<file path="src/core/lock_detect_pkg.sv">
// Constants, field layouts and types shared by the lock detector design.
//
// Summary of operation
// - Lock is declared only after a chosen number of back-to-back in-window counts, code 0..7 giving 5, 32, 96, 256, 512, 2048, 8192 or 65535.
// - Bit 3 of the configuration resets to one and turns lock detection on while set.
// - Bit 6 picks the window: one uses the digital timer, zero a fixed one-shot window, 10 ns rounded up to one 20 ns system cycle.
// - Bits 9:7 set the digital window to a half, one, 2, 4, 8, 16, 32 or 64 timer cycles.
// - Bits 11:10 set the timer rate, 00 fastest and 11 slowest, resetting to zero.
// - With bit 13 set, a loss of lock for any reason triggers exactly one automatic relock attempt.
// - The configuration register resets to 0x00014D.
package lock_detect_pkg;

  // ==========================================================================
  // Register map. Printed offsets are word indices; byte address is index * 4.
  localparam logic [7:0]  CFG_INDEX      = 8'h07;
  localparam logic [7:0]  STATUS_INDEX   = 8'h08;
  localparam logic [7:0]  MASK_INDEX     = 8'h09;
  localparam logic [7:0]  STATE_INDEX    = 8'h0A;
  localparam int          REG_WIDTH      = 24;
  localparam logic [23:0] CFG_RESET      = 24'h00014D;
  localparam logic [2:0]  MASK_RESET     = 3'h0;

  // ==========================================================================
  // Configuration field positions.
  localparam int CFG_COUNT_LSB  = 0;
  localparam int CFG_ENABLE_BIT = 3;
  localparam int CFG_WTYPE_BIT  = 6;
  localparam int CFG_DUR_LSB    = 7;
  localparam int CFG_RATE_LSB   = 10;
  localparam int CFG_RELOCK_BIT = 13;

  // Status bit positions.
  localparam int ST_GAINED_BIT = 0;
  localparam int ST_LOST_BIT   = 1;
  localparam int ST_RELOCK_BIT = 2;
  localparam int STATUS_WIDTH  = 3;

  // ==========================================================================
  // Timing.
  localparam int CLK_PERIOD_PS     = 20000;
  localparam int ANALOG_WINDOW_PS  = 10000;
  localparam int ANALOG_WIN_CYCLES = (ANALOG_WINDOW_PS / CLK_PERIOD_PS) < 1 ? 1 :
                                     (ANALOG_WINDOW_PS / CLK_PERIOD_PS);
  localparam int WIN_CNT_WIDTH     = 10;
  localparam int TALLY_WIDTH       = 17;

  // ==========================================================================
  // Types.
  typedef struct packed {
    logic [9:0] rsvd_hi;
    logic       relock;
    logic       rsvd12;
    logic [1:0] rate;
    logic [2:0] duration;
    logic       wtype;
    logic [1:0] rsvd5_4;
    logic       enable;
    logic [2:0] count_code;
  } lock_cfg_type;

  typedef struct packed {
    logic relock;
    logic lost;
    logic gained;
  } lock_events_type;

  typedef enum logic [1:0] {
    CMP_IDLE = 2'b00,
    CMP_OPEN = 2'b01,
    CMP_HIT  = 2'b11
  } cmp_state_type;

endpackage : lock_detect_pkg

</file>
<file path="src/core/edge_sync.sv">
// Three-stage pin synchroniser reporting a rising edge once stages two and three agree.
`timescale 1ns/1ps
`default_nettype none
module edge_sync (
  input  wire logic sys_clk_in,
  input  wire logic rst_in,
  input  wire logic pin_in,
  output logic      rise_out
);
  logic [2:0] stage_q;
  logic       level_q;

  always_ff @(posedge sys_clk_in) begin
    if (rst_in) begin
      stage_q <= 3'h0;
    end else begin
      stage_q <= {stage_q[1:0], pin_in};
    end
  end

  // The level only moves when the two settled stages agree.
  always_ff @(posedge sys_clk_in) begin
    if (rst_in) begin
      level_q <= 1'b0;
    end else if (stage_q[1] == stage_q[2]) begin
      level_q <= stage_q[2];
    end
  end

  assign rise_out = (stage_q[1] == stage_q[2]) && stage_q[2] && !level_q;
endmodule // edge_sync
`default_nettype wire

</file>
<file path="src/core/window_timer.sv">
// Countdown timer that holds a comparison window open for a loaded number of cycles.
`timescale 1ns/1ps
`default_nettype none
module window_timer #(
  parameter int WIDTH = 10
) (
  input  wire logic             sys_clk_in,
  input  wire logic             rst_in,
  input  wire logic             start_in,
  input  wire logic [WIDTH-1:0] cycles_in,
  output logic                  open_out,
  output logic                  expire_out
);
  logic [WIDTH-1:0] remain_q;

  always_ff @(posedge sys_clk_in) begin
    if (rst_in) begin
      remain_q <= '0;
    end else if (start_in) begin
      remain_q <= cycles_in;
    end else if (remain_q != '0) begin
      remain_q <= remain_q - 1'b1;
    end
  end

  assign open_out   = (remain_q != '0);
  assign expire_out = (remain_q == {{(WIDTH-1){1'b0}}, 1'b1}) && !start_in;
endmodule // window_timer
`default_nettype wire

</file>
<file path="src/core/lock_detector.sv">
// Lock detector with programmable window, lock count, single relock try and Avalon-MM registers.
//
// Decided for this implementation: the Avalon-MM slave port.
`timescale 1ns/1ps
`default_nettype none
module lock_detector (
  input  wire logic        sys_clk_in,
  input  wire logic        rst_in,
  // Avalon-MM slave.
  input  wire logic [7:0]  avs_address_in,
  input  wire logic        avs_read_in,
  input  wire logic        avs_write_in,
  input  wire logic [3:0]  avs_byteenable_in,
  input  wire logic [31:0] avs_writedata_in,
  output logic [31:0]      avs_readdata_out,
  output logic             avs_waitrequest_out,
  // Comparison inputs from the reference and divided oscillator paths.
  input  wire logic        ref_edge_in,
  input  wire logic        div_edge_in,
  // Results.
  output logic             lock_flag_out,
  output logic             relock_req_out,
  output logic             irq_out
);
  import lock_detect_pkg::*;

  // ==========================================================================
  // Helper functions.

  // Number of in-window counts needed to declare lock.
  function automatic logic [TALLY_WIDTH-1:0] lock_target(input logic [2:0] code);
    logic [TALLY_WIDTH-1:0] t;
    t = '0;
    unique case (code)
      3'h0: t = 17'd5;
      3'h1: t = 17'd32;
      3'h2: t = 17'd96;
      3'h3: t = 17'd256;
      3'h4: t = 17'd512;
      3'h5: t = 17'd2048;
      3'h6: t = 17'd8192;
      3'h7: t = 17'd65535;
    endcase
    return t;
  endfunction

  // Window length in system cycles. Duration code 0 gives half a timer tick, code d gives 2^(d-1) ticks;
  // a timer tick lasts 2^rate system cycles. Never shorter than one cycle.
  function automatic logic [WIN_CNT_WIDTH-1:0] window_cycles(input lock_cfg_type c);
    logic [3:0]               shift;
    logic [WIN_CNT_WIDTH-1:0] len;
    shift  = 4'(c.duration) + 4'(c.rate);
    len    = '0;
    if (c.wtype) begin
      len    = (c.duration == 3'h0) ? ((10'h001 << c.rate) >> 1)
                                    : (10'h001 << (shift - 4'h1));
    end else begin
      len    = WIN_CNT_WIDTH'(ANALOG_WIN_CYCLES);
    end
    if (len == '0) begin
      len = 10'h001;
    end
    return len;
  endfunction

  // Map a byte address onto a word index.
  function automatic logic [7:0] word_index(input logic [7:0] addr);
    return {2'h0, addr[7:2]};
  endfunction

  // ==========================================================================
  // Configuration and register state.
  lock_cfg_type            cfg_q;
  logic [STATUS_WIDTH-1:0] status_q;
  logic [STATUS_WIDTH-1:0] mask_q;
  logic [31:0]             readdata_q;
  logic                    ack_q;
  logic                    bus_req;
  logic                    wr_take;
  logic                    rd_take;
  logic [7:0]              idx;
  logic                    status_rd;
  logic [23:0]             cfg_bits;
  logic [23:0]             cfg_merge;

  // ==========================================================================
  // Comparison and lock state.
  logic                    ref_rise;
  logic                    div_rise;
  logic                    win_open;
  logic                    win_expire;
  logic                    win_start;
  cmp_state_type           cmp_q;
  cmp_state_type           cmp_d;
  logic                    hit;
  logic                    miss;
  logic [TALLY_WIDTH-1:0]  tally_q;
  logic [TALLY_WIDTH-1:0]  target;
  logic                    lock_q;
  logic                    lock_prev_q;
  logic                    relock_armed_q;
  logic                    relock_req_q;
  logic                    lock_gained;
  logic                    lock_lost;
  lock_events_type         events;

  // ==========================================================================
  // Input synchronisers.
  edge_sync u_ref_sync (
    .sys_clk_in (sys_clk_in),
    .rst_in     (rst_in),
    .pin_in     (ref_edge_in),
    .rise_out   (ref_rise)
  );

  edge_sync u_div_sync (
    .sys_clk_in (sys_clk_in),
    .rst_in     (rst_in),
    .pin_in     (div_edge_in),
    .rise_out   (div_rise)
  );

  // ==========================================================================
  // Window timer, started by each reference edge.
  assign win_start = ref_rise && cfg_q.enable;

  window_timer #(
    .WIDTH (WIN_CNT_WIDTH)
  ) u_window (
    .sys_clk_in (sys_clk_in),
    .rst_in     (rst_in),
    .start_in   (win_start),
    .cycles_in  (window_cycles(cfg_q)),
    .open_out   (win_open),
    .expire_out (win_expire)
  );

  // ==========================================================================
  // Window comparison. A divided edge in the same cycle as the reference
  // edge counts as inside the window.
  always_comb begin
    cmp_d = cmp_q;
    hit   = 1'b0;
    miss  = 1'b0;
    unique case (cmp_q)
      CMP_IDLE: begin
        if (win_start && div_rise) begin
          hit   = 1'b1;
          cmp_d = CMP_HIT;
        end else if (win_start) begin
          cmp_d = CMP_OPEN;
        end else if (div_rise) begin
          miss  = 1'b1;
        end
      end
      CMP_OPEN: begin
        if (div_rise && (win_open || win_start)) begin
          hit   = 1'b1;
          cmp_d = CMP_HIT;
        end else if (win_start || win_expire) begin
          miss  = 1'b1;
          cmp_d = win_start ? CMP_OPEN : CMP_IDLE;
        end
      end
      CMP_HIT: begin
        if (win_start && div_rise) begin
          hit   = 1'b1;
        end else if (win_start) begin
          cmp_d = CMP_OPEN;
        end else if (div_rise) begin
          miss  = 1'b1;
          cmp_d = CMP_IDLE;
        end else if (!win_open) begin
          cmp_d = CMP_IDLE;
        end
      end
      default: begin
        cmp_d = CMP_IDLE;
      end
    endcase
  end

  always_ff @(posedge sys_clk_in) begin
    if (rst_in || !cfg_q.enable) begin
      cmp_q <= CMP_IDLE;
    end else begin
      cmp_q <= cmp_d;
    end
  end

  // ==========================================================================
  // Consecutive tally and lock flag.
  assign target = lock_target(cfg_q.count_code);

  always_ff @(posedge sys_clk_in) begin
    if (rst_in || !cfg_q.enable) begin
      tally_q <= '0;
    end else if (miss) begin
      tally_q <= '0;
    end else if (hit && (tally_q < target)) begin
      tally_q <= tally_q + 1'b1;
    end
  end

  always_ff @(posedge sys_clk_in) begin
    if (rst_in || !cfg_q.enable) begin
      lock_q <= 1'b0;
    end else if (miss) begin
      lock_q <= 1'b0;
    end else if (hit && (tally_q + 1'b1 >= target)) begin
      lock_q <= 1'b1;
    end else if (tally_q >= target) begin
      lock_q <= 1'b1;
    end else begin
      lock_q <= 1'b0;
    end
  end

  always_ff @(posedge sys_clk_in) begin
    if (rst_in) begin
      lock_prev_q <= 1'b0;
    end else begin
      lock_prev_q <= lock_q;
    end
  end

  assign lock_gained   = lock_q && !lock_prev_q;
  assign lock_lost     = !lock_q && lock_prev_q;
  assign lock_flag_out = lock_q;

  // ==========================================================================
  // Single automatic relock try. The try is re-armed only once lock is
  // regained, so a failed try is not repeated.
  always_ff @(posedge sys_clk_in) begin
    if (rst_in) begin
      relock_armed_q <= 1'b1;
    end else if (lock_gained) begin
      relock_armed_q <= 1'b1;
    end else if (lock_lost && cfg_q.relock) begin
      relock_armed_q <= 1'b0;
    end
  end

  always_ff @(posedge sys_clk_in) begin
    if (rst_in) begin
      relock_req_q <= 1'b0;
    end else begin
      relock_req_q <= lock_lost && cfg_q.relock && relock_armed_q;
    end
  end

  assign relock_req_out = relock_req_q;

  // ==========================================================================
  // Avalon-MM slave. Every access waits one cycle, then completes.
  assign bus_req             = avs_read_in || avs_write_in;
  assign avs_waitrequest_out = bus_req && !ack_q;
  assign wr_take             = avs_write_in && ack_q;
  assign rd_take             = avs_read_in && ack_q;
  assign idx                 = word_index(avs_address_in);
  assign status_rd           = rd_take && (idx == STATUS_INDEX);

  always_ff @(posedge sys_clk_in) begin
    if (rst_in) begin
      ack_q <= 1'b0;
    end else begin
      ack_q <= bus_req && !ack_q;
    end
  end

  // Byte-lane merge of write data into the 24-bit configuration word.
  assign cfg_bits = cfg_q;
  always_comb begin
    cfg_merge = cfg_bits;
    for (int b = 0; b < 3; b++) begin
      if (avs_byteenable_in[b]) begin
        cfg_merge[b*8 +: 8] = avs_writedata_in[b*8 +: 8];
      end
    end
  end

  always_ff @(posedge sys_clk_in) begin
    if (rst_in) begin
      cfg_q <= CFG_RESET;
    end else if (wr_take && (idx == CFG_INDEX)) begin
      cfg_q <= cfg_merge;
    end
  end

  always_ff @(posedge sys_clk_in) begin
    if (rst_in) begin
      mask_q <= MASK_RESET;
    end else if (wr_take && (idx == MASK_INDEX) && avs_byteenable_in[0]) begin
      mask_q <= avs_writedata_in[STATUS_WIDTH-1:0];
    end
  end

  // ==========================================================================
  // Sticky event status; a new event beats the clear of a status read.
  assign events.gained = lock_gained;
  assign events.lost   = lock_lost;
  assign events.relock = relock_req_q;

  always_ff @(posedge sys_clk_in) begin
    if (rst_in) begin
      status_q <= '0;
    end else if (status_rd) begin
      status_q <= events;
    end else begin
      status_q <= status_q | events;
    end
  end

  assign irq_out = |(status_q & mask_q);

  // ==========================================================================
  // Read data, registered so it stands at the completing edge.
  always_ff @(posedge sys_clk_in) begin
    if (rst_in) begin
      readdata_q <= 32'h0000_0000;
    end else if (avs_read_in && !ack_q) begin
      unique case (idx)
        CFG_INDEX:    readdata_q <= {8'h00, cfg_bits};
        STATUS_INDEX: readdata_q <= {29'h0000_0000, status_q | events};
        MASK_INDEX:   readdata_q <= {29'h0000_0000, mask_q};
        STATE_INDEX:  readdata_q <= {12'h000, cmp_q, lock_q, tally_q};
        default:      readdata_q <= 32'h0000_0000;
      endcase
    end
  end

  assign avs_readdata_out = readdata_q;

endmodule // lock_detector
`default_nettype wire

</file>
<file path="config.mk">
export PLATFORM = sky130hd
export DESIGN_NAME = lock_detector
export DESIGN_NICKNAME = d
export VERILOG_FILES = /design/src/core/lock_detect_pkg.sv /design/src/core/edge_sync.sv /design/src/core/window_timer.sv /design/src/core/lock_detector.sv
export SDC_FILE = /design/constraint.sdc
export NUM_CORES = 1
export LEC_CHECK = 0
export BUFFER_PORTS_ARGS = -buffer_cell sky130_fd_sc_hd__buf_2
export CORE_UTILIZATION = 45
export DETAILED_ROUTE_END_ITERATION = 10
export MAX_ROUTING_LAYER = met4
export PLACE_DENSITY = 0.71
export SLEW_MARGIN = 20
export SYNTH_ARGS = -nofsm -noshare
export SYNTH_HDL_FRONTEND = slang
export SYNTH_SLANG_ARGS = --single-unit
export TNS_END_PERCENT = 1
</file>
<file path="constraint.sdc">
create_clock -name sys_clk_in -period 2.7 [get_ports sys_clk_in]
set_clock_uncertainty 0.15 [all_clocks]
set_input_delay 0 -clock sys_clk_in [delete_from_list [all_inputs] [get_ports sys_clk_in]]
set_output_delay 0 -clock sys_clk_in [all_outputs]
set_load 0.01 [all_outputs]
</file>
Word-level counts from Yosys, hierarchy flattened

Memories as Yosys holds them, arrays and structs flattened. A register that Yosys moved wholly into a read port is not among the register bits.
Index checks and enable logic that the tools add are counted.

Bits in registers: 104
ROM bits: 128
Bits of input ports: 50
Output and inout port bits: 36
Word-level logic and storage cells: 127
Memories: 1

Memories:

| memory           | words | width | read ports | clocked after memory_dff | write ports | line                | text |
|---|---|---|---|---|---|---|---|
| (name not given) | 8     | 16    | 1          | 1                        | 0           | lock_detector.sv:34 | `unique case (code)` |

Add/sub/neg operators: 4
Order comparisons: 3
Equality and inequality tests: 13
Shifts and indexed selects: 2
Mux-type cells: 30
Bitwise operators: 2
Reductions and logical operators: 46

Operator list:

| operator                                              | count |
|---|---|
| case mux 24 bit (4 select lines)                      | 1 |
| two-way mux 10 bit                                    | 5 |
| >= comparator 17 bit                                  | 2 |
| logical AND 1 bit                                     | 22 |
| equality test 6 x 4 -> 1 bit (second input constant)  | 3 |
| adder 17 x 1 -> 17 bit (second input constant)        | 1 |
| < comparator 17 bit                                   | 1 |
| two-way mux 2 bit                                     | 8 |
| equality test 10 x 1 -> 1 bit (second input constant) | 1 |
| logical NOT 10 bit                                    | 1 |
| two-way mux 1 bit                                     | 10 |
| nonzero test 10 bit                                   | 1 |
| left shift 1 x 2 -> 10 bit (first input constant)     | 1 |
| left shift 1 x 4 -> 10 bit (first input constant)     | 1 |
| subtractor 10 x 1 -> 10 bit (second input constant)   | 1 |
| two-way mux 3 bit                                     | 3 |
| logical NOT 1 bit                                     | 7 |
| equality test 6 x 3 -> 1 bit (second input constant)  | 1 |
| case mux 2 bit (3 select lines)                       | 1 |
| AND reduction 2 bit                                   | 3 |
| OR reduction 2 bit                                    | 3 |
| adder 3 x 2 -> 4 bit                                  | 1 |
| logical OR 1 bit                                      | 4 |
| != test 4 x 3 -> 1 bit (second input constant)        | 1 |
| other kinds (15)                                      | 17 |

Depth between registers and ports, before layout

Gate-level depths: netlist of the first run.

Depth after elaboration: 11
Mapped depth: 12
Mapped depth without buffers: 12

Cells and area by module

A second synthesis of the first run with hierarchy kept.

Cells, all modules: 674
Area, all modules: 5,768.0 um2

By module, submodules not included:

| module        | times used | cells an instance | area an instance (um2) | seq. area each (um2) |
|---|---|---|---|---|
| lock_detector | 1          | 573               | 4,895.9                | 1,721.7 |
| window_timer  | 1          | 79                | 609.3                  | 200.2 |
| edge_sync     | 2          | 11                | 131.4                  | 80.1 |

Worst setup path after synthesis of the first run

No wires, ideal clock.

Path type: flip-flop to flip-flop
Start: reg tally_q[5]
End: reg lock_q, in the netlist lock_flag_out
Setup time: 0.125 ns
Arrival time: 2.532 ns
Data required time: 2.425 ns
Slack: -0.107 ns
Cell stages (with the launch flop): 13
Path buffers: 1
Clock period less this slack: 2.807 ns
Cells stage by stage: dfxtp_1 -> clkbuf_1 -> nand4_1 -> nor4_1 -> nand3_1 -> xnor2_1 -> ha_1 -> nand3_1 -> nor3_1 -> a221oi_1 -> o211ai_1 -> o21ai_0 -> a21oi_1

Word-level cells in the longest chain between the ends: 4
Elaborated cells between the ends (all ways): 6
Classes of those cells: add/sub (1); order compare (2); mux (2); reduce/logical (1)

RTL lines:

| element                | line                 | text |
|---|---|---|
| from (decl)            | lock_detector.sv:97  | `logic [TALLY_WIDTH-1:0] tally_q;` |
| from (signal assigned) | lock_detector.sv:201 | `tally_q <= tally_q + 1'b1;` |
| adder 17 x 1 -> 17 bit | lock_detector.sv:210 | `end else if (hit && (tally_q + 1'b1 >= target)) begin` |
| >= comparator 17 bit   | lock_detector.sv:210 |  |
| logical AND 1 bit      | lock_detector.sv:210 |  |
| two-way mux 1 bit *    | lock_detector.sv:210 |  |
| to (signal assigned)   | lock_detector.sv:209 | `lock_q <= 1'b0;` |
| to (signal assigned)   | lock_detector.sv:211 | `lock_q <= 1'b1;` |
| to (signal assigned)   | lock_detector.sv:213 | `lock_q <= 1'b1;` |
| to (decl)              | lock_detector.sv:99  | `logic lock_q;` |

Mark *: on every way between the ends. The rest lies on a longest branch, timed or not.
A chain may end at the register's enable or synchronous reset.

Worst setup path after layout of the first run

Start: reg tally_q[4]
End: reg lock_q, in the netlist lock_flag_out

The elaborated chain is that of the path after synthesis.

==> impl_metrics.csv, run 1 <==
group,metric,value,unit
global_route,top_usage_layer,"met2",
final_layout,drive_gt1_share,19.4,%
synthesis,synth_top_family_by_area,"simple AND/OR/NAND/NOR gates",
worst_setup_path,crit_cells,12,
timing,finalHoldViolCount,1,
cts,clk_latency,350,ps
worst_setup_path,crit_top_cell,"nand4_1",
global_route,first_global_vias,5201,
synthesis,synth_area,5620,sq um
synthesis,synth.distinct_cells,55,
global_route,gr-total-overflow,0,
power,powerDensity,534,nW/um^2
worst_setup_path,cp_max_fo,3,
power,ir_drop,0.274,mV
final_layout,layout_commonest_cell,"dfxtp_1",
timing,finalCritPeriodShare,97.7,%
worst_setup_path,max_stage_delay,350,ps
final_layout,nets,887,
power,total_power,0.00380,W
synthesis,netlist.area_leader.share,37.1,%
worst_setup_path,cp_cell_sequence,"nand4_1, buf_4, nor3_4, nand3_1, xnor2_1, ha_1, nand4_1, nor3_1, a221oi_1, o211ai_1, o21ai_1, a21oi_1",
timing,slew_viol_final,0,
die,die_height,114,um
synthesis,synth_area_per_cell,8.55,sq um
detailed_routing,drt-initial-drc-count,545,
worst_setup_path,r2r_slack,60,ps
timing,max_freq,379,MHz
global_route,grt_pass1_wl,24500,um
worst_setup_path,reg2reg_from,"tally_q[4]",
global_route,track_usage,24.4,%
synthesis,synthFlopType,"dfxtp_1",
synthesis,postSynthCellCount,657,
timing,whs,-4.79,ps
die,std_cell_rows,40,
final_layout,final_cell_mix,"dfxtp_1 (99), nor2_1 (80), buf_2 (66), buf_4 (48)",
timing,maxSlewHeadroom,34.8,%
global_route,grt_start_max_net_pins,62,
synthesis,ys_seq_area_share,37.1,%
synthesis,synth_simple_gate_area_share,21.7,%
cts,cts_made_buffers,9,
detailed_routing,vias_per_cell,5.60,
cts,cts_root_buf,"clkbuf_16",
worst_setup_path,crit_path_start_kind,"register",
worst_setup_path,path_class,"reg2reg",
cts,clkTransAtPathRegs,80,ps
final_layout,area_growth,26.8,%
global_route,met3_usage,3.67,%
synthesis,synthAdderAreaFrac,11.1,%
global_route,met1_usage,28.7,%
placed_design,pre_cts_ws,-120,ps
synthesis,muxShareOfSynthArea,5.97,%
timing,rsz0062_at_grt,"true",
synthesis,synth_compound_area_share,14.9,%
worst_setup_path,critPathSlowestCell,"dfxtp_2",
synthesis,synth_xor_area_share,3.43,%
detailed_routing,first_pass_iters,5,
synthesis,synth-edff-count,0,
cts,clock-sinks,104,
timing,setup_violations,0,
run,maxCapViolCount,0,
worst_setup_path,critPathBufInv,1,
die,io_pins,86,
placed_design,port_buffers,66,
timing,setup_ws,62.8,ps
power,p_leak,3.26,nW
worst_hold_path,hold_path.class,"in2reg",
worst_setup_path,cp_top_family,"simple AND/OR/NAND/NOR gates",
detailed_routing,wl_per_cell,15.6,um
synthesis,synth-seq-cells,104,
detailed_routing,vias,5378,
worst_setup_path,cp-end-kind,"register",
global_route,antenna_found_initial,0,
placed_design,placed_cell_area,6370,sq um
timing,tightest_slew,978,ps
synthesis,yosysWarnings,0,
detailed_routing,ant_nets,0,
final_layout,num_antenna_cells,0,
detailed_routing,drc_errors,0,
final_layout,final_area,7120,sq um
outcome,status,"finished, violations left",
cts,cts_tree,"done",
worst_setup_path,cp-startpoint,"tally_q[4]",
cts,cts_buffer_depth,2,
synthesis,synth_area_leaders,"dfxtp_1 (37%), ha_1 (11%), nor2_1 (5.5%), mux2i_1 (5.2%), a21oi_1 (4.2%)",
detailed_routing,routed_wl,15000,um
placed_design,hpwl,10700,um
die,core_area,12100,sq um
worst_setup_path,worstReg2RegEnd,"lock_flag_out",
global_route,use_met2,42.6,%
outcome,failed_checks,"hold timing",
timing,fin_crit,2640,ps
synthesis,async_flop_share,0,%
worst_setup_path,required,2790,ps
placed_design,routabilityCongestion,0.915,
worst_setup_path,critical_path_arrival,2730,ps
final_layout,postLayoutCoreUtil,58.8,%
cts,h-tree-depth,3,
die,start_util,46.4,%
die,die_x,114,um
worst_setup_path,reg2reg_depth,12,
worst_setup_path,crit_end,"lock_flag_out",
die,dieArea,12900,sq um
synthesis,yosysTopAreaCell,"dfxtp_1",
==> synth_stat cells, drive strengths merged (4+ instances only) <==
library cell and instances:
clkbuf 22, dfxtp 104, ha 48, nor3 29, o31ai 4, mux2i 29, or3 12, a221oi 18
o21ai 24, a21oi 47, nor2 84, buf 13, nand2 31, inv 42, mux2 4, nand4 15
nor4 9, a22oi 6, xor2 10, nor2b 14, xnor2 12, a211oi 6, nand2b 12, nand3 23
==> state kept, by name, summed over array words and instances, names as in the netlist <==
register and flops:
target 8, mask_q 3, ack_q 1, tally_q 17
status_q 3, cfg_bits 24, u_window.remain_q 10, cmp_q 2
u_div_sync.stage_q 3, lock_prev_q 1, avs_readdata_out 24, relock_req_out 1
lock_flag_out 1, u_ref_sync.stage_q 3, u_div_sync.level_q 1, u_ref_sync.level_q 1
relock_armed_q 1
==> final cells by class <==
| class | instances | area (sq um) |
|---|---|---|
| clock buffers | 9 | 225 |
| clock inverters | 7 | 103 |
| fillers | 1046 | 4990 |
| inverters | 42 | 158 |
| multi-input cells | 483 | 3300 |
| flip-flops and latches | 104 | 2090 |
| well taps | 168 | 210 |
| repair buffers | 148 | 1030 |
==> cell families after synthesis <==
group	count (synthesis)
AOI/OAI and AO/OA	129
other	1
muxes	33
buffers and inverters	77
and+or+nand+nor	242
adders and majority gates	49
DFF	104
xor gates and xnor gates	22
==> through the flow <==
stage / instances / setup TNS, ps
floorplan: 664 / 0
global placement: 908 / 0
detailed placement: 908 / -120
CTS: 959 / 0
global route: 961 / -112
finish: 961 / 0
==> worst min path at each step <==
stage / startpoint / endpoint / slack [ps] / cells after the start
2_1_floorplan: div_edge_in / u_div_sync.stage_q[0] / -20 / 1
3_3_place_gp: ref_edge_in / u_ref_sync.stage_q[0] / 70 / 2
3_5_place_dp: ref_edge_in / u_ref_sync.stage_q[0] / 70 / 2
4_1_cts: avs_byteenable_in[0] / cfg_bits[0] / 3 / 4
5_1_grt: avs_byteenable_in[0] / cfg_bits[0] / 40 / 4
6_report: avs_byteenable_in[0] / cfg_bits[0] / -5 / 4
==> power by group <==
| group | leakage (nW) | internal (W) | switching, W |
|---|---|---|---|
| registers | 0.846 | 0.00161 | 0.0000681 |
| logic | 2.25 | 0.000302 | 0.000388 |
| clock network | 0.162 | 0.000824 | 0.000608 |
==> worst register-to-register path: stages, from the launching register on <==
cell      delay, ps
dfxtp_2         350
nand4_1         200
buf_4           230
nor3_4          160
nand3_1         130
xnor2_1         150
ha_1            310
nand4_1         130
nor3_1           60
a221oi_1        280
o211ai_1        140
o21ai_1         150
a21oi_1          70
==> per-layer routing <==
layer	wire length [um]	share of wire, %
met5	0	0
met4	354	2.4
met3	687	4.6
met2	7500	50
met1	6420	43
==> timing repair <==
action | CTS | global route
endpoints found under the hold margin | 39 | 0
setup endpoints to repair | 6 | 15
pin swaps | 1 | 11
setup buffers | 1 | 2
gates resized for setup | 3 | 16
gates cloned | 0 | 0
hold buffers | 34 | 0
(Power assumes the default switching activity.)
==> run 2: changes to the inputs <==
--- a/config.mk
+++ b/config.mk
@@ -9,7 +9,7 @@
 export CORE_UTILIZATION = 45
 export DETAILED_ROUTE_END_ITERATION = 10
 export MAX_ROUTING_LAYER = met4
-export PLACE_DENSITY = 0.71
+export PLACE_DENSITY = 0.68
 export SLEW_MARGIN = 20
 export SYNTH_ARGS = -nofsm -noshare
 export SYNTH_HDL_FRONTEND = slang
==> run 2 against run 1 <==
  * The flow now finishes without violations
  * Global-route usage increased by 0.26 points
  * Critical endpoint unchanged
  * Clock-buffer cell count unchanged
  * Design area increased by 0.77%
  * Final cell count increased by 0.21%
  * Clock power decreased by 9.8%
  * Sequential share of layout area decreased by 0.14 points
  * Worst hold slack improved by 65 ps
==> impl_metrics.csv, run 2 (same netlist as run 1, synthesis figures left out) <==
group,metric,value,unit
worst_setup_path,critical_path_arrival,2770,ps
die,io_pins,86,
worst_setup_path,crit_path_start_kind,"register",
cts,clock-sinks,104,
timing,fin_crit,2640,ps
placed_design,port_buffers,66,
worst_setup_path,cp-end-kind,"register",
cts,h-tree-depth,3,
placed_design,hpwl,10700,um
global_route,track_usage,24.7,%
cts,cts_tree,"done",
final_layout,num_antenna_cells,0,
placed_design,pre_cts_ws,-67.9,ps
global_route,grt_pass1_wl,24500,um
final_layout,layout_commonest_cell,"dfxtp_1",
die,die_height,114,um
global_route,use_met2,41.1,%
detailed_routing,vias,5308,
global_route,grt_start_max_net_pins,63,
die,std_cell_rows,40,
detailed_routing,drc_errors,0,
timing,finalHoldViolCount,0,
power,p_leak,3.26,nW
power,power_switching,0.00110,W
detailed_routing,drt-initial-drc-count,453,
cts,cts_made_buffers,9,
power,powerDensity,510,nW/um^2
power,p_int,0.00255,W
power,p_clk_share,35.3,%
final_layout,nets,889,
worst_setup_path,path_class,"reg2reg",
cts,clk_latency,360,ps
outcome,status,"finished, final reports clean",
global_route,met3_usage,3.40,%
die,dieArea,12900,sq um
final_layout,area_growth,27.7,%
timing,setup_violations,0,
worst_setup_path,reg2reg_depth,12,
power,comb_power_share,18.9,%
placed_design,routabilityCongestion,0.917,
detailed_routing,ant_nets,0,
cts,cts_buffer_depth,2,
timing,rsz0062_at_grt,"true",
global_route,gr-total-overflow,0,
global_route,first_global_vias,5203,
timing,maxSlewHeadroom,25.9,%
worst_setup_path,required,2830,ps
timing,max_freq,379,MHz
power,seq_power_share,45.8,%
die,die_x,114,um
final_layout,drive_gt1_share,20.5,%
run,maxCapViolCount,0,
timing,slew_viol_final,0,
global_route,met1_usage,29.8,%
die,core_area,12100,sq um
cts,clkTransAtPathRegs,80,ps
detailed_routing,first_pass_iters,5,
final_layout,final_cell_mix,"dfxtp_1 (98), nor2_1 (78), buf_2 (66), a21oi_1 (47), ha_1 (47)",
worst_setup_path,cp_max_fo,4,
worst_hold_path,holdPathStages,6,
die,start_util,46.4,%
worst_hold_path,hold_path.class,"in2reg",
timing,whs,60.3,ps
global_route,top_usage_layer,"met2",
timing,setup_ws,60.2,ps
timing,finalCritPeriodShare,97.8,%
worst_setup_path,r2r_slack,60,ps
timing,tightest_slew,1110,ps
power,switching_share,30.1,%
timing,finalSetupTns,0,ps
cts,cts_root_buf,"clkbuf_16",
detailed_routing,routed_wl,15100,um
power,ir_drop,0.385,mV
detailed_routing,wl_per_cell,15.7,um
detailed_routing,vias_per_cell,5.51,
final_layout,postLayoutCoreUtil,59.2,%
global_route,antenna_found_initial,0,
[run 2: cell count changes in the layout (fill, tap and decap cells not counted), moves of 2 or more]
cell and delta:
nor2_1 -2, dfxtp_4 +2, bufinv_16 -2, buf_4 -2, nor2_2 +2, buf_6 +3
[run 2: power by group through the flow]
stage               Clock, W  Combinational, W  Sequential [W]
floorplan                  0          0.000457         0.00170
global placement           0          0.000622         0.00170
detailed placement         0          0.000641         0.00171
CTS                  0.00131          0.000680         0.00167
global route         0.00138          0.000765         0.00168
finish               0.00129          0.000690         0.00167
[run 2: critical path: stages (launching register included)]
cell and delay [ps]:
dfxtp_2 360, nand4_1 110, buf_6 150, nor4_4 340
nand3_2 150, xnor2_1 160, ha_1 320, nand3_2 90
nor3_1 280, a221oi_2 110, o211ai_1 100, o21ai_1 90
a21oi_1 160
[run 2: what timing repair did]
item,4_1_cts,5_1_grt
pin swaps,0,15
endpoints found under the setup margin,1,18
gates resized for setup,3,31
buffers inserted,0,4
hold buffers,35,0
hold endpoints to repair,38,0
[run 2: through the flow]
stage                     power, W  area (sq um)  cells
final                      0.00366          7170    963
after global routing       0.00382          7170    963
after CTS                  0.00366          7030    959
after detailed placement   0.00235          6370    908
after global placement     0.00233          6370    908
after floorplan            0.00216          5650    664
[run 2: worst paths after layout]
path                                       startpoint               endpoint
worst max-delay path                       tally_q[4]          lock_flag_out
worst min-delay path                avs_address_in[7]    avs_readdata_out[1]
worst max register to register             tally_q[4]          lock_flag_out
worst min register to register  u_ref_sync.stage_q[0]  u_ref_sync.stage_q[1]
[run 2: layout make-up]
type	count	area (sq um)
flip-flops and latches	104	2090
repair buffers	150	1060
inverters	42	158
multi-input cells	483	3360
clock inverters	7	65.1
clock buffers	9	225
fillers	1061	4940
well taps	168	210
[run 2: metal layers]
| metal | part of all wire, % | wire (um) | up-vias |
|---|---|---|---|
| met5 | 0 | 0 | - |
| met4 | 2.5 | 380 | 0 |
| li1 | - | - | 2604 |
| met3 | 3.5 | 525 | 28 |
| met1 | 45 | 6830 | 2547 |
| met2 | 49 | 7340 | 129 |
==> run 3: changes to the inputs <==
--- a/config.mk
+++ b/config.mk
@@ -9,7 +9,7 @@
 export CORE_UTILIZATION = 45
 export DETAILED_ROUTE_END_ITERATION = 10
 export MAX_ROUTING_LAYER = met4
-export PLACE_DENSITY = 0.68
+export PLACE_DENSITY_LB_ADDON = 0.2
 export SLEW_MARGIN = 20
 export SYNTH_ARGS = -nofsm -noshare
 export SYNTH_HDL_FRONTEND = slang
==> constraint.sdc (replaced) <==
create_clock -name sys_clk_in -period 2.7 [get_ports sys_clk_in]
set_clock_uncertainty 0.15 [all_clocks]
set_input_delay 0.405 -clock sys_clk_in [delete_from_list [all_inputs] [get_ports sys_clk_in]]
set_output_delay 0.405 -clock sys_clk_in [all_outputs]
set_load 0.01 [all_outputs]
==> run 3 against run 2 <==
  * Worst hold slack gained 59 ps
  * Sequential share of layout area up 0.78 points
  * Critical path depth unchanged
  * Clock-buffer cell count up 1
  * Worst setup slack got worse by 29 ps
  * Final cell count fell by 2.7%
  * Largest power group unchanged
==> impl_metrics.csv, run 3 (same netlist as run 1, synthesis figures left out) <==
group,metric,value,unit
worst_setup_path,critical_path_arrival,2760,ps
power,p_clk_share,39.8,%
final_layout,drive_gt1_share,23.3,%
placed_design,hpwl,10500,um
global_route,antenna_found_initial,0,
worst_setup_path,cp_max_fo,4,
placed_design,dp.cells,911,
final_layout,layout_commonest_cell,"dfxtp_1",
placed_design,port_buffers,66,
timing,finalHoldViolCount,0,
worst_setup_path,crit_path_start_kind,"register",
global_route,track_usage,23.4,%
final_layout,fin_cells,937,
die,std_cell_rows,40,
final_layout,area_growth,24.6,%
run,maxCapViolCount,0,
timing,setup_violations,0,
worst_setup_path,path_class,"reg2reg",
power,seq_power_share,43.4,%
detailed_routing,vias_per_cell,5.47,
die,die_x,114,um
cts,cts_made_buffers,9,
timing,finalCritPeriodShare,98.8,%
power,p_int,0.00282,W
detailed_routing,first_pass_iters,5,
cts,clock-sinks,104,
placed_design,routabilityCongestion,0.924,
power,p_leak,3.14,nW
global_route,first_global_vias,4931,
cts,clkTransAtPathRegs,70,ps
power,ir_drop,0.391,mV
cts,cts_buffer_depth,2,
die,dieArea,12900,sq um
die,io_pins,86,
detailed_routing,drc_errors,0,
timing,finalSetupTns,0,ps
timing,max_freq,375,MHz
detailed_routing,m1WireLength,6590,um
worst_setup_path,cp-end-kind,"register",
cts,h-tree-depth,3,
detailed_routing,routed_wl,14500,um
cts,cts_root_buf,"clkbuf_16",
power,comb_power_share,16.8,%
timing,slew_viol_final,0,
global_route,grt_pass1_wl,23400,um
final_layout,fillers,1122,
detailed_routing,drt-initial-drc-count,436,
detailed_routing,top_layer_used,"met4",
worst_hold_path,hold_path.class,"in2reg",
cts,clk_latency,350,ps
cts,cts_tree,"done",
die,core_area,12100,sq um
final_layout,nets,863,
detailed_routing,met2WireLength,7190,um
detailed_routing,ant_nets,0,
final_layout,num_antenna_cells,0,
global_route,grt_start_max_net_pins,70,
die,start_util,46.4,%
timing,maxSlewHeadroom,36.7,%
detailed_routing,route.met3.wl,506,um
final_layout,final_cell_mix,"dfxtp_1 (97), nor2_1 (80), buf_2 (68), buf_4 (52)",
outcome,status,"finished, final reports clean",
die,die_height,114,um
power,power_switching,0.00104,W
worst_setup_path,required,2790,ps
power,powerDensity,552,nW/um^2
power,switching_share,27.0,%
global_route,gr-total-overflow,0,
detailed_routing,wl_per_cell,15.5,um
detailed_routing,vias,5124,
timing,rsz0062_at_grt,"true",
timing,tightest_slew,949,ps
timing,fin_crit,2670,ps
run 3: critical path, cell delays in order, from the launching register on:
cell,delay (ps)
dfxtp_1,360
ha_1,190
nand3_2,140
nor2_2,200
xor2_1,240
ha_1,280
nand4_1,160
buf_4,140
nor3_1,40
a221oi_1,260
o211ai_1,150
o21ai_1,170
a21oi_1,80
run 3: final timing paths:
kind | startpoint | to | slack [ps] | cells after the start
max | tally_q[1] | lock_flag_out | 30 | 12
min | ref_edge_in | u_ref_sync.stage_q[0] | 120 | 2
max reg2reg | tally_q[1] | lock_flag_out | 30 | 12
min reg2reg | avs_readdata_out[22] | avs_readdata_out[22] | 300 | 2
run 3: repair_timing:
action                                  4_1_cts  5_1_grt
hold buffers                                  0        0
pin swaps                                     2       21
gates resized for setup                       3       37
setup buffers                                 0        7
endpoints found under the setup margin        1       16
cloned                                        0        3
run 3: power by group through the flow:
stage / clock (W) / sequential (W) / combinational [W]
final: 0.00153 / 0.00168 / 0.000650
after global routing: 0.00163 / 0.00168 / 0.000746
after global placement: 0 / 0.00171 / 0.000619
after floorplan: 0 / 0.00170 / 0.000457
after detailed placement: 0 / 0.00171 / 0.000638
after CTS: 0.00156 / 0.00167 / 0.000643
run 3: per-layer routing:
metal  global-route usage, %  vias up
li1                        -     2544
met1                    27.7     2462
met5                       -        -
met3                    5.05       25
met4                    6.14        0
met2                    40.3       93
run 3: per-stage QoR:
step	utilization [%]	setup WS (ps)	instance area (sq um)	hold WS (ps)	power [W]
4_1_cts	55.8	4.67	6750	112	0.00387
2_1_floorplan	-	-14.2	5650	264	0.00216
6_report	57.8	31.7	7000	119	0.00386
3_5_place_dp	52.8	-17.1	6390	289	0.00235
5_1_grt	57.8	-119	7000	118	0.00406
3_3_place_gp	52.8	8.63	6390	281	0.00233
run 3: cell type report:
cell class,count,area (sq um),share of cell area [%]
clock inverters,6,115,1.64
clock buffers,10,239,3.41
flip-flops and latches,104,2100,30.0
repair inverters,1,7.51,0.107
repair buffers,123,764,10.9
inverters,42,161,2.31
multi-input cells,483,3400,48.6
well taps,168,210,3.00
